### src/core/prs_regs.svh
// register offsets, reset values, field positions and timing constants
`ifndef PRS_REGS_SVH
`define PRS_REGS_SVH

// serial target address
`define PRS_I2C_ADDR 7'h6B

// register offsets
`define PRS_OFS_POS_VCODE 8'h00
`define PRS_OFS_POS_DELAY 8'h07
`define PRS_OFS_POS_SOFT 8'h08
`define PRS_OFS_GATE_DELAY 8'h0B
`define PRS_OFS_GATE_SOFT 8'h0C
`define PRS_OFS_SWITCH_CFG 8'h10
`define PRS_OFS_PROT_EN 8'h14
`define PRS_OFS_STATUS 8'h15

// reset values
`define PRS_RST_POS_VCODE 8'h22
`define PRS_RST_POS_DELAY 8'h01
`define PRS_RST_POS_SOFT 8'h01
`define PRS_RST_GATE_DELAY 8'h05
`define PRS_RST_GATE_SOFT 8'h00
`define PRS_RST_SWITCH_CFG 8'h20
`define PRS_RST_PROT_EN 8'h07

// field positions
`define PRS_VCODE_MSB 5
`define PRS_POS_SOFT_MSB 2
`define PRS_DELAY_MSB 3
`define PRS_GATE_SOFT_MSB 1
`define PRS_OTP_EN_BIT 2
`define PRS_POS_FREQ_LSB 0
`define PRS_GATE_FREQ_LSB 2
`define PRS_SLEW_LSB 4
`define PRS_ST_POS_READY 0
`define PRS_ST_GATE_READY 1
`define PRS_ST_OTP 2

// timing
`define PRS_CLK_NS 40
`define PRS_MS_NS 1000000
`define PRS_STEP_MS 8'd5
`define PRS_RAMP_FULL 6'h3F

`endif

### src/core/prs_pkg.sv
// types shared by the rail sequencer modules
package prs_pkg;

  typedef enum logic [4:0] {
    P_IDLE  = 5'b00001,
    P_DELAY = 5'b00010,
    P_PRE   = 5'b00100,
    P_SOFT  = 5'b01000,
    P_RUN   = 5'b10000
  } prs_pos_state_type;

  typedef enum logic [3:0] {
    G_IDLE  = 4'b0001,
    G_DELAY = 4'b0010,
    G_SOFT  = 4'b0100,
    G_RUN   = 4'b1000
  } prs_gate_state_type;

  typedef enum logic [3:0] {
    I_IDLE  = 4'b0001,
    I_ADDR  = 4'b0010,
    I_REG   = 4'b0100,
    I_DATA  = 4'b1000
  } prs_i2c_state_type;

endpackage

### src/core/prs_tmr_if.sv
// millisecond timer control bundle
`timescale 1ns/1ps
interface prs_tmr_if;
  logic start;
  logic clear;
  logic tick;
  logic [7:0] length;
  logic [7:0] elapsed;
  logic done;
  modport ctrl (output start, output clear, output tick, output length,
    input elapsed, input done);
  modport timer (input start, input clear, input tick, input length,
    output elapsed, output done);
endinterface

### src/core/prs_panel_rail_sequencer.sv
// sequencing, registers and serial slave for two boost rails
// ============================================================
// Overview of operation
// - Over-temperature stops all switching while the trip input is high
// - Protection bit two enables over-temperature
// - Positive rail target from six-bit field
// - Positive rail code resets to 0x22
// - Positive soft-start 5 to 40 ms
// - Positive soft-start end means rail ready
// - Positive delay 0 to 75 ms, 4 bits
// - Positive delay starts at trim load done
// - Four slew settings, normal after reset
// - Peak current ends positive low-side on-time
// - Gate-high soft-start 5 to 20 ms
// - Gate-high soft-start end means ready
// - Gate-high delay 0 to 75 ms
// - Gate-high delay starts at positive soft-start
// - Zero gate delay waits for pre-charge
// - Peak current ends gate-high low-side on-time
// - Output gating switch held until release
// - Two-bit frequency codes, reset 600 kHz
// - Pre-charge finish gates positive soft-start
`timescale 1ns/1ps
`include "prs_regs.svh"
module prs_panel_rail_sequencer
  import prs_pkg::*;
#(
  parameter int TICK_CYCLES = `PRS_MS_NS / `PRS_CLK_NS
) (
  input wire logic ref_clk,
  input wire logic rstn,
  input wire logic enable,
  input wire logic input_undervoltage_lockout,
  input wire logic trim_load_done,
  input wire logic precharge_ok,
  input wire logic otp_trip,
  input wire logic pos_cycle_start,
  input wire logic pos_pwm_on,
  input wire logic pos_peak_limit,
  input wire logic gate_cycle_start,
  input wire logic gate_pwm_on,
  input wire logic gate_peak_limit,
  input wire logic scl,
  input wire logic sda_in,
  output logic sda_out,
  output logic sda_oe,
  output logic [5:0] pos_ref_code,
  output logic [5:0] gate_ref_level,
  output logic pos_ready,
  output logic gate_ready,
  output logic output_gating_switch_on,
  output logic pos_lowside_on,
  output logic gate_lowside_on,
  output logic [1:0] pos_freq_code,
  output logic [1:0] gate_freq_code,
  output logic [1:0] pos_slew_code
);
  // ============================================================
  // registers
  logic [7:0] pos_vcode, pos_delay, pos_soft, gate_delay, gate_soft;
  logic [7:0] prot_en;
  logic wr_pulse;
  logic [7:0] wr_addr, wr_data;
  logic otp_shutdown;

  function automatic logic [5:0] ramp(input logic [5:0] target,
    input logic [7:0] elapsed, input logic [7:0] total);
    logic [13:0] prod;
    prod = 14'(target) * 14'(elapsed);
    if (total == 8'h00 || elapsed >= total) begin
      ramp = target;
    end else begin
      ramp = 6'(prod / 14'(total));
    end
  endfunction

  function automatic logic [7:0] ms_of(input logic [7:0] steps);
    ms_of = 8'(steps * `PRS_STEP_MS);
  endfunction

  always_ff @(posedge ref_clk) begin
    if (!rstn) begin
      pos_vcode <= `PRS_RST_POS_VCODE;
      pos_delay <= `PRS_RST_POS_DELAY;
      pos_soft <= `PRS_RST_POS_SOFT;
      gate_delay <= `PRS_RST_GATE_DELAY;
      gate_soft <= `PRS_RST_GATE_SOFT;
      prot_en <= `PRS_RST_PROT_EN;
      pos_freq_code <= 2'h0;
      gate_freq_code <= 2'h0;
      pos_slew_code <= 2'h2;
    end else if (wr_pulse) begin
      unique case (wr_addr)
        `PRS_OFS_POS_VCODE: pos_vcode <= wr_data;
        `PRS_OFS_POS_DELAY: pos_delay <= wr_data;
        `PRS_OFS_POS_SOFT: pos_soft <= wr_data;
        `PRS_OFS_GATE_DELAY: gate_delay <= wr_data;
        `PRS_OFS_GATE_SOFT: gate_soft <= wr_data;
        `PRS_OFS_PROT_EN: prot_en <= wr_data;
        `PRS_OFS_SWITCH_CFG: begin
          pos_freq_code <= wr_data[`PRS_POS_FREQ_LSB +: 2];
          gate_freq_code <= wr_data[`PRS_GATE_FREQ_LSB +: 2];
          pos_slew_code <= wr_data[`PRS_SLEW_LSB +: 2];
        end
        default: ;
      endcase
    end
  end

  function automatic logic [7:0] read_reg(input logic [7:0] a);
    unique case (a)
      `PRS_OFS_POS_VCODE: read_reg = pos_vcode;
      `PRS_OFS_POS_DELAY: read_reg = pos_delay;
      `PRS_OFS_POS_SOFT: read_reg = pos_soft;
      `PRS_OFS_GATE_DELAY: read_reg = gate_delay;
      `PRS_OFS_GATE_SOFT: read_reg = gate_soft;
      `PRS_OFS_PROT_EN: read_reg = prot_en;
      `PRS_OFS_SWITCH_CFG: read_reg = {2'h0, pos_slew_code,
        gate_freq_code, pos_freq_code};
      `PRS_OFS_STATUS: read_reg = {5'h00, otp_shutdown, gate_ready,
        pos_ready};
      default: read_reg = 8'h00;
    endcase
  endfunction

  // ============================================================
  // serial slave, scl and sda sampled on ref_clk
  prs_i2c_state_type i2c_state;
  logic scl_q, sda_q, rw, ack_phase, mack;
  logic [3:0] bit_cnt;
  logic [7:0] shreg, ptr, tx;
  logic [7:0] rd_now, rd_next;
  logic scl_rise, scl_fall, start_cond, stop_cond;
  assign scl_rise = scl && !scl_q;
  assign scl_fall = !scl && scl_q;
  assign start_cond = scl && scl_q && sda_q && !sda_in;
  assign stop_cond = scl && scl_q && !sda_q && sda_in;

  // read data for the current and the following pointer
  always_comb begin
    rd_now = read_reg(ptr);
    rd_next = read_reg(ptr + 8'h01);
  end

  always_ff @(posedge ref_clk) begin
    if (!rstn) begin
      scl_q <= 1'b1;
      sda_q <= 1'b1;
    end else begin
      scl_q <= scl;
      sda_q <= sda_in;
    end
  end

  always_ff @(posedge ref_clk) begin
    if (!rstn) begin
      i2c_state <= I_IDLE;
      rw <= 1'b0;
      ack_phase <= 1'b0;
      mack <= 1'b0;
      bit_cnt <= 4'h0;
      shreg <= 8'h00;
      ptr <= 8'h00;
      tx <= 8'h00;
      sda_out <= 1'b0;
      sda_oe <= 1'b0;
      wr_pulse <= 1'b0;
      wr_addr <= 8'h00;
      wr_data <= 8'h00;
    end else begin
      wr_pulse <= 1'b0;
      if (start_cond) begin
        i2c_state <= I_ADDR;
        bit_cnt <= 4'h0;
        ack_phase <= 1'b0;
        sda_oe <= 1'b0;
      end else if (stop_cond) begin
        i2c_state <= I_IDLE;
        sda_oe <= 1'b0;
      end else if (i2c_state != I_IDLE && scl_rise) begin
        if (ack_phase) begin
          mack <= !sda_in;
        end else begin
          shreg <= {shreg[6:0], sda_in};
          bit_cnt <= bit_cnt + 4'h1;
        end
      end else if (i2c_state != I_IDLE && scl_fall) begin
        if (!ack_phase && bit_cnt == 4'h8) begin
          ack_phase <= 1'b1;
          bit_cnt <= 4'h0;
          sda_oe <= 1'b0;
          unique case (i2c_state)
            I_ADDR: begin
              if (shreg[7:1] == `PRS_I2C_ADDR) begin
                rw <= shreg[0];
                sda_oe <= 1'b1;
              end else begin
                i2c_state <= I_IDLE;
              end
            end
            I_REG: begin
              ptr <= shreg;
              sda_oe <= 1'b1;
            end
            I_DATA: begin
              if (!rw) begin
                wr_pulse <= 1'b1;
                wr_addr <= ptr;
                wr_data <= shreg;
                ptr <= ptr + 8'h01;
                sda_oe <= 1'b1;
              end
            end
            default: i2c_state <= I_IDLE;
          endcase
        end else if (ack_phase) begin
          ack_phase <= 1'b0;
          sda_oe <= 1'b0;
          if (i2c_state == I_ADDR) begin
            i2c_state <= rw ? I_DATA : I_REG;
          end else if (i2c_state == I_REG) begin
            i2c_state <= I_DATA;
          end
          if ((i2c_state == I_ADDR && rw) || (rw && mack)) begin
            tx <= rd_now;
            sda_oe <= !rd_now[7];
            if (i2c_state != I_ADDR) begin
              tx <= rd_next;
              sda_oe <= !rd_next[7];
              ptr <= ptr + 8'h01;
            end
          end else if (rw && i2c_state == I_DATA) begin
            i2c_state <= I_IDLE;
          end
        end else if (rw && i2c_state == I_DATA) begin
          sda_oe <= !tx[3'(4'h7 - bit_cnt)];
        end
      end
    end
  end

  // ============================================================
  // millisecond tick and timers
  logic [15:0] tick_cnt;
  logic ms_tick, seq_clear;
  assign seq_clear = !enable || input_undervoltage_lockout;

  always_ff @(posedge ref_clk) begin
    if (!rstn || seq_clear) begin
      tick_cnt <= 16'h0000;
      ms_tick <= 1'b0;
    end else if (tick_cnt == 16'(TICK_CYCLES - 1)) begin
      tick_cnt <= 16'h0000;
      ms_tick <= 1'b1;
    end else begin
      tick_cnt <= tick_cnt + 16'h0001;
      ms_tick <= 1'b0;
    end
  end

  prs_tmr_if pos_t ();
  prs_tmr_if gate_t ();
  prs_ms_timer u_pos_timer (.ref_clk(ref_clk), .rstn(rstn), .t(pos_t));
  prs_ms_timer u_gate_timer (.ref_clk(ref_clk), .rstn(rstn), .t(gate_t));

  // ============================================================
  // positive rail sequence
  prs_pos_state_type pos_state;
  logic pos_delay_go, pos_soft_go;
  assign pos_delay_go = pos_state == P_IDLE && trim_load_done;
  assign pos_soft_go = pos_state == P_PRE && precharge_ok;
  assign pos_t.clear = seq_clear;
  assign pos_t.tick = ms_tick;
  assign pos_t.start = pos_delay_go || pos_soft_go;
  assign pos_t.length = pos_delay_go ?
    ms_of(8'(pos_delay[`PRS_DELAY_MSB:0])) :
    ms_of(8'(pos_soft[`PRS_POS_SOFT_MSB:0]) + 8'h01);

  always_ff @(posedge ref_clk) begin
    if (!rstn || seq_clear) begin
      pos_state <= P_IDLE;
    end else begin
      unique case (pos_state)
        P_IDLE: if (pos_delay_go) pos_state <= P_DELAY;
        P_DELAY: if (pos_t.done) pos_state <= P_PRE;
        P_PRE: if (pos_soft_go) pos_state <= P_SOFT;
        P_SOFT: if (pos_t.done) pos_state <= P_RUN;
        P_RUN: pos_state <= P_RUN;
      endcase
    end
  end

  // ============================================================
  // gate-high rail sequence
  prs_gate_state_type gate_state;
  logic gate_zero, gate_delay_go, gate_soft_go;
  assign gate_delay_go = gate_state == G_IDLE && pos_soft_go;
  assign gate_soft_go = gate_state == G_DELAY && gate_t.done &&
    (!gate_zero || pos_state == P_SOFT || pos_state == P_RUN);
  assign gate_t.clear = seq_clear;
  assign gate_t.tick = ms_tick;
  assign gate_t.start = gate_delay_go || gate_soft_go;
  assign gate_t.length = gate_delay_go ?
    ms_of(8'(gate_delay[`PRS_DELAY_MSB:0])) :
    ms_of(8'(gate_soft[`PRS_GATE_SOFT_MSB:0]) + 8'h01);

  always_ff @(posedge ref_clk) begin
    if (!rstn || seq_clear) begin
      gate_state <= G_IDLE;
      gate_zero <= 1'b0;
    end else begin
      unique case (gate_state)
        G_IDLE: begin
          if (gate_delay_go) begin
            gate_state <= G_DELAY;
            gate_zero <= gate_delay[`PRS_DELAY_MSB:0] == 4'h0;
          end
        end
        G_DELAY: if (gate_soft_go) gate_state <= G_SOFT;
        G_SOFT: if (gate_t.done) gate_state <= G_RUN;
        G_RUN: gate_state <= G_RUN;
      endcase
    end
  end

  // ============================================================
  // references, ready flags and switch gating
  logic pos_hit, gate_hit, pos_sw_ok, gate_sw_ok;
  assign pos_sw_ok = (pos_state == P_SOFT || pos_state == P_RUN) &&
    !otp_shutdown;
  assign gate_sw_ok = (gate_state == G_SOFT || gate_state == G_RUN) &&
    !otp_shutdown;

  always_ff @(posedge ref_clk) begin
    if (!rstn) begin
      otp_shutdown <= 1'b0;
    end else begin
      otp_shutdown <= otp_trip && prot_en[`PRS_OTP_EN_BIT];
    end
  end

  always_ff @(posedge ref_clk) begin
    if (!rstn) begin
      pos_ref_code <= 6'h00;
      gate_ref_level <= 6'h00;
      pos_ready <= 1'b0;
      gate_ready <= 1'b0;
      output_gating_switch_on <= 1'b0;
    end else begin
      pos_ref_code <= pos_state == P_SOFT ?
        ramp(pos_vcode[`PRS_VCODE_MSB:0], pos_t.elapsed,
          pos_t.length) :
        (pos_state == P_RUN ? pos_vcode[`PRS_VCODE_MSB:0] : 6'h00);
      gate_ref_level <= gate_state == G_SOFT ?
        ramp(`PRS_RAMP_FULL, gate_t.elapsed, gate_t.length) :
        (gate_state == G_RUN ? `PRS_RAMP_FULL : 6'h00);
      pos_ready <= pos_state == P_RUN;
      gate_ready <= gate_state == G_RUN;
      output_gating_switch_on <= gate_state == G_SOFT ||
        gate_state == G_RUN;
    end
  end

  always_ff @(posedge ref_clk) begin
    if (!rstn) begin
      pos_hit <= 1'b0;
      gate_hit <= 1'b0;
      pos_lowside_on <= 1'b0;
      gate_lowside_on <= 1'b0;
    end else begin
      pos_hit <= (pos_peak_limit && pos_pwm_on) ||
        (pos_hit && !pos_cycle_start);
      gate_hit <= (gate_peak_limit && gate_pwm_on) ||
        (gate_hit && !gate_cycle_start);
      pos_lowside_on <= pos_sw_ok && pos_pwm_on && !pos_peak_limit &&
        !pos_hit;
      gate_lowside_on <= gate_sw_ok && gate_pwm_on && !gate_peak_limit &&
        !gate_hit;
    end
  end
endmodule // prs_panel_rail_sequencer

### src/core/prs_ms_timer.sv
// millisecond timer counting a common tick up to a latched length
`timescale 1ns/1ps
module prs_ms_timer
  import prs_pkg::*;
(
  input wire logic ref_clk,
  input wire logic rstn,
  prs_tmr_if.timer t
);
  logic [7:0] len;
  logic run;

  // length is latched at start so later writes wait for the next start
  always_ff @(posedge ref_clk) begin
    if (!rstn || t.clear) begin
      len <= 8'h00;
      run <= 1'b0;
      t.elapsed <= 8'h00;
      t.done <= 1'b0;
    end else if (t.start) begin
      len <= t.length;
      run <= 1'b1;
      t.elapsed <= 8'h00;
      t.done <= (t.length == 8'h00);
    end else if (run && t.tick && !t.done) begin
      t.elapsed <= t.elapsed + 8'h01;
      t.done <= ((t.elapsed + 8'h01) == len);
    end
  end
endmodule // prs_ms_timer

### config.mk
export PLATFORM = sky130hd
export DESIGN_NAME = prs_panel_rail_sequencer
export DESIGN_NICKNAME = d
export VERILOG_FILES = /design/src/core/prs_pkg.sv /design/src/core/prs_tmr_if.sv /design/src/core/prs_panel_rail_sequencer.sv /design/src/core/prs_ms_timer.sv
export VERILOG_INCLUDE_DIRS = /design/src /design/src/core
export SDC_FILE = /design/constraint.sdc
export NUM_CORES = 1
export LEC_CHECK = 0
export ABC_AREA = 0
export BUFFER_PORTS_ARGS = -buffer_cell sky130_fd_sc_hd__buf_2
export CAP_MARGIN = 40
export CORE_MARGIN = 3
export CORE_UTILIZATION = 54
export CTS_CLUSTER_SIZE = 14
export DETAILED_ROUTE_END_ITERATION = 8
export GPL_TIMING_DRIVEN = 0
export HOLD_SLACK_MARGIN = 0.15
export PLACE_DENSITY_LB_ADDON = 0.15
export REMOVE_ABC_BUFFERS = 1
export SLEW_MARGIN = 10
export SYNTH_ARGS = -nofsm -noshare
export SYNTH_HDL_FRONTEND = slang
export SYNTH_SLANG_ARGS = --single-unit
### constraint.sdc
create_clock -name ref_clk -period 37.6 [get_ports ref_clk]
set_input_delay 1.88 -clock ref_clk [delete_from_list [all_inputs] [get_ports ref_clk]]
set_output_delay 1.88 -clock ref_clk [all_outputs]
set_load 0.01 [all_outputs]
Yosys cells after proc, flatten, opt, wreduce, memory -nomap -nowiden
Cells that the tools add are included.

$add $sub $neg: 8. Multiply operators: 6. Divide/modulo/power cells: 2. Order comparisons: 3. Equal/unequal tests: 54. Mux-type cells: 59. Bitwise logic cells: 9. Reduce and logical (&&, ||, !) cells: 112.

Operator list (count): $pmux 8 s8 (2); $eq 8x4->1 const B (9); $eq 8x5->1 const B (8); $mux 4 (15); $mux 8 (6); $logic_not 8->1 (5); $mux 6 (6); $logic_and 1x1->1 (35); $div 14x8->14 (2); $pmux 5 s5 (1); $add 8x1->8 const B (3); $eq 8x3->1 const B (3); $mul 4x3->7 const B (3); $reduce_and 7->1 (3); $logic_not 1->1 (20); $mux 5 (4); $add 16x1->16 const B (1); $eq 16x15->1 const B (1); $eq 8x8->1 (2); $ge 8x7->1 (2); $pmux 4 s4 (1); $pmux 8 s2 (1); $reduce_and 2->1 (8); $reduce_and 4->1 (4); other kinds (44) (108).

Flip-flop bits (word level): 192.

Depth between registers and ports, before layout
Depth in word-level cells: 11. Depth in mapped cells: 151.

Cells and area by module
From an unflattened synthesis, not the netlist that was laid out.

Cell total of the unflattened synthesis: 2624. Area total of the unflattened synthesis: 20805.0 µm².

Modules (own cells, without submodules): prs_panel_rail_sequencer (instances 1, cells each 2386, area each 18805.5 µm², sequential area each 3123.0 µm²); prs_ms_timer (instances 2, cells each 119, area each 999.7 µm², sequential area each 360.3 µm²).

Worst setup path after synthesis
Ideal clock, no wire load.

Path type: register to register. From: reg u_pos_timer.t.elapsed[4]. To: reg pos_ref_code[0]. Arrival: 27886 ps. Required time: 37476 ps. Slack: 9591 ps. Stages on the path, launching flop included: 144. Path buffers: 6. Clock period less this slack: 28009 ps. Path through: dfxtp_1 -> clkbuf_1 -> nand2_1 -> fa_1 -> inv_1 -> fa_1 -> inv_1 -> fa_1 -> inv_1 -> ha_1 -> or2_1 -> o221a_2 -> o311a_1 -> a211oi_1 -> inv_1 -> ha_1 -> a32oi_1 -> ha_1 -> [... 108 more ...] -> a21oi_1 -> o2111a_1 -> nand3b_1 -> clkbuf_1 -> nor2_1 -> a21oi_1 -> ha_1 -> a21oi_1 -> nor2b_1 -> o21ai_0 -> nand2b_1 -> a21oi_1 -> nor2b_1 -> o21ai_0 -> or4b_2 -> or4_1 -> o32ai_1 -> a21oi_1.

Longest elaborated chain between the ends: 4. Elaborated cells on any way between the ends: 6. Classes of those cells: 1 x mul; 1 x div; 1 x order compare; 2 x mux; 1 x reduce/logical.

RTL lines: start: declaration (line prs_tmr_if.sv:13) `output elapsed, output done);`; start signal: assignment (line prs_ms_timer.sv:26) `t.elapsed <= t.elapsed + 8'h01;`; $mul 6x8->14 or $ge 8x7->1 (tied branches) (line prs_panel_rail_sequencer.sv:69, prs_panel_rail_sequencer.sv:70); $div 14x8->14 or $logic_or 1x1->1 (tied branches) (line prs_panel_rail_sequencer.sv:73, prs_panel_rail_sequencer.sv:70); $mux 6 (*) (line prs_panel_rail_sequencer.sv:70) `if (total == 8'h00 || elapsed >= total) begin`; $mux 6 (*) (line prs_panel_rail_sequencer.sv:350) `pos_ref_code <= pos_state == P_SOFT ?`; end signal: assignment (line prs_panel_rail_sequencer.sv:350); end: declaration (line prs_panel_rail_sequencer.sv:47) `output logic [5:0] pos_ref_code,`.

Every way passes the cells marked *; elsewhere a longest branch is shown, timed or not. A chain may end at the register's enable or synchronous reset.

Worst setup path after layout
From: reg pos_vcode[4]. To: reg pos_ref_code[0].

Longest elaborated chain between the ends: 4.

RTL lines: start: declaration (line prs_panel_rail_sequencer.sv:60) `logic [7:0] pos_vcode, pos_delay, pos_soft, gate_delay, gate_soft;`; start signal: assignment (line prs_panel_rail_sequencer.sv:83) `` pos_vcode <= `PRS_RST_POS_VCODE; ``; start signal: assignment (line prs_panel_rail_sequencer.sv:94) `` `PRS_OFS_POS_VCODE: pos_vcode <= wr_data; ``; $mul 6x8->14 (line prs_panel_rail_sequencer.sv:69) `prod = 14'(target) * 14'(elapsed);`; $div 14x8->14 (line prs_panel_rail_sequencer.sv:73) `ramp = 6'(prod / 14'(total));`; $mux 6 (line prs_panel_rail_sequencer.sv:70); $mux 6 (line prs_panel_rail_sequencer.sv:350).

No other way between the ends.

==> flow_metrics.env <==
export IMPL_status="complete, no violations"
export IMPL_skew_ns=0.01510
export IMPL_clock_path_buffers=2
export IMPL_r2r_end="pos_ref_code[0]"
export IMPL_cts_htree_levels=4
export IMPL_synth_edf_count=0
export IMPL_synth_area_mm2=0.02062
export IMPL_grt_setup_unrepaired="false"
export IMPL_ctsHoldBuffers=0
export IMPL_crit_path_start_kind="flop"
export IMPL_port_buffers=38
export IMPL_drc=0
export IMPL_drtIter0Drc=1296
export IMPL_antenna_found_initial=2
export IMPL_finalCritPeriodShare=0.8772
export IMPL_post_dp_hpwl_um=41510
export IMPL_n_antenna_cell=0
export IMPL_slowest_delay_ns=0.68
export IMPL_grt_use_total=0.2592
export IMPL_hold_class="reg2reg"
export IMPL_drive_gt1_frac=0.08276
export IMPL_yosysWarningCount=0
export IMPL_grt_pass1_vias=18434
export IMPL_core_area_mm2=0.03714
export IMPL_ctsResizeCount=0
export IMPL_required_ns=37.92
export IMPL_whs_path_depth=2
export IMPL_rr_worst_depth=138
export IMPL_grt_ovfl_total=0
export IMPL_slew_viol_final=0
export IMPL_cts_setup_buffers=0
export IMPL_fin_crit_ns=32.98
export IMPL_r2r_setup_slack_ns=4.62
export IMPL_setup_tns_ns=0
export IMPL_crit_top_cell="a21oi_1"
export IMPL_grt_pass1_wl_um=89460
export IMPL_worstPathArrival_ns=33.31
export IMPL_syn2layout_area_growth_pct=6.771
export IMPL_crit_path_max_fanout=14
export IMPL_worst_setup_path_end_kind="flop"
export IMPL_path_clk_slew_ns=0.08
export IMPL_num_fill_cells=3407
export IMPL_final_hold_viol_count=0
export IMPL_cts_buffers=17
export IMPL_layout_common_cells="nand2_1 (260), ha_1 (243), nor2_1 (239)"
export IMPL_ys_flop_type="dfxtp_1"
export IMPL_die_area_mm2=0.04057
export IMPL_tritoncts="yes"
export IMPL_vias=19033
export IMPL_drtAntennaViolNets=0
export IMPL_yosysSeqAreaShare=0.1844
export IMPL_postSynthCellCount=2635
export IMPL_die_w_um=201.4
export IMPL_synth_seq_cells=190
export IMPL_start_util=0.5554
export IMPL_tightest_slew_ns=0.9597
export IMPL_final_common_cell="nand2_1"
export IMPL_synth_cell_types=103
export IMPL_slew_headroom=0.3588
export IMPL_gp_congestion=0.9164
export IMPL_critPathKind="reg2reg"
export IMPL_hold_end="gate_zero"
export IMPL_io_pins=40
export IMPL_clock_latency_ns=0.46
export IMPL_finalNetCount=2926
export IMPL_syn_area_per_cell_um2=7.827
export IMPL_min_from="gate_zero"
export IMPL_viasPerCell=6.065
export IMPL_cts_root_buffer="clkbuf_16"
export IMPL_max_freq_ghz=0.03032
export IMPL_die_y_um=201.4
export IMPL_crit_slowest_cell="dfxtp_1"
export IMPL_grt_max_degree=86
export IMPL_async_flop_share=0
export IMPL_avgRoutedWirePerCell_um=17.03
export IMPL_timing_rr_start="pos_vcode[4]"
export IMPL_cts_sinks=190
export IMPL_row_count=70
export IMPL_max_cap_violations=0
export IMPL_setup_violations=0
export IMPL_first_pass_iters=8
export IMPL_wirelength_um=53450
-- worst max path at each step --
stage | from | end | slack, ns | depth (start not counted)
6_report | pos_vcode[4] | pos_ref_code[0] | 4.62 | 138
3_3_place_gp | trim_load_done | pos_ref_code[0] | 4.50 | 130
5_1_grt | pos_vcode[4] | pos_ref_code[0] | 1.88 | 138
4_1_cts | pos_vcode[4] | pos_ref_code[0] | 4.85 | 137
3_5_place_dp | pos_vcode[4] | pos_ref_code[0] | 5.03 | 137
2_1_floorplan | u_pos_timer.t.elapsed[2] | pos_ref_code[0] | 9.83 | 136
-- worst max-delay path, delay by kind of cell, from the launching register on --
kind,cells,cell delay (ns)
AND/OR/NAND/NOR,45,9.96
adder cells (fa/ha/maj),18,5.93
buffers and inverters,6,0.67
flip-flops,1,0.68
multiplexers,3,1.07
AO/OA/AOI/OAI,66,14.45
-- metrics by stage --
step	area (um2)	hold slack, ns	setup slack [ns]	cells	util
floorplan	20240	0.4175	9.833	2540	-
global placement	21060	0.4359	4.502	3082	0.5670
detailed placement	21390	0.4476	5.030	3105	0.5759
CTS	22010	0.4600	4.855	3137	0.5928
global route	22020	0.4843	1.883	3138	0.5930
finish	22020	0.4594	4.618	3138	0.5930
-- cell usage after synthesis, drive strengths merged, types with 68 or more instances --
master | count | share of area
a21oi | 153 | 0.037
dfxtp | 190 | 0.18
ha | 243 | 0.15
nor2b | 70 | 0.021
nand2 | 262 | 0.048
o21a | 88 | 0.032
inv | 138 | 0.025
clkbuf | 80 | 0.015
nor2 | 240 | 0.044
nor3 | 124 | 0.031
mux2i | 87 | 0.042
xnor2 | 68 | 0.029
o21ai | 117 | 0.029
-- metal layers --
layer	global-route usage	wire length [um]
met3	0.03543	2477
met4	0.08198	1378
met1	0.3382	24410
met2	0.4448	25150
met5	0	27
-- state kept, by name (all words and copies together) (netlist names), 5 cells and up --
name	cells
gate_ref_level	6
tx	8
shreg	8
wr_data	8
tick_cnt	16
pos_ref_code	6
pos_soft	8
gate_soft	8
pos_delay	8
prot_en	8
u_pos_timer.t.elapsed	8
u_gate_timer.len	7
pos_vcode	8
pos_state	5
ptr	8
wr_addr	8
gate_delay	8
u_pos_timer.len	7
u_gate_timer.t.elapsed	8
-- layout make-up --
class / count / area, um2 / area share
tap: 504 / 630.6 / 0.02864
inverter: 138 / 518.0 / 0.02352
multi-input combinational: 2212 / 16010 / 0.7270
sequential: 190 / 3804 / 0.1727
clock inverter: 14 / 187.7 / 0.008523
clock buffer: 18 / 439.2 / 0.01994
timing repair buffer: 62 / 431.7 / 0.01960
-- kinds of logic after synthesis --
| logic type | after synthesis | share of synthesized area |
|---|---|---|
| AOI/OAI and AO/OA | 645 | 0.2124 |
| xor gates and xnor gates | 116 | 0.04926 |
| adders and majority gates | 291 | 0.1935 |
| buffers and inverters | 233 | 0.04392 |
| DFF | 190 | 0.1844 |
| muxes | 130 | 0.06698 |
| other | 1 | 0.0001818 |
| and+or+nand+nor | 1029 | 0.2493 |
Power is not shown: default switching activity piles up to over one toggle a cycle in this logic, so the estimate is an artifact.
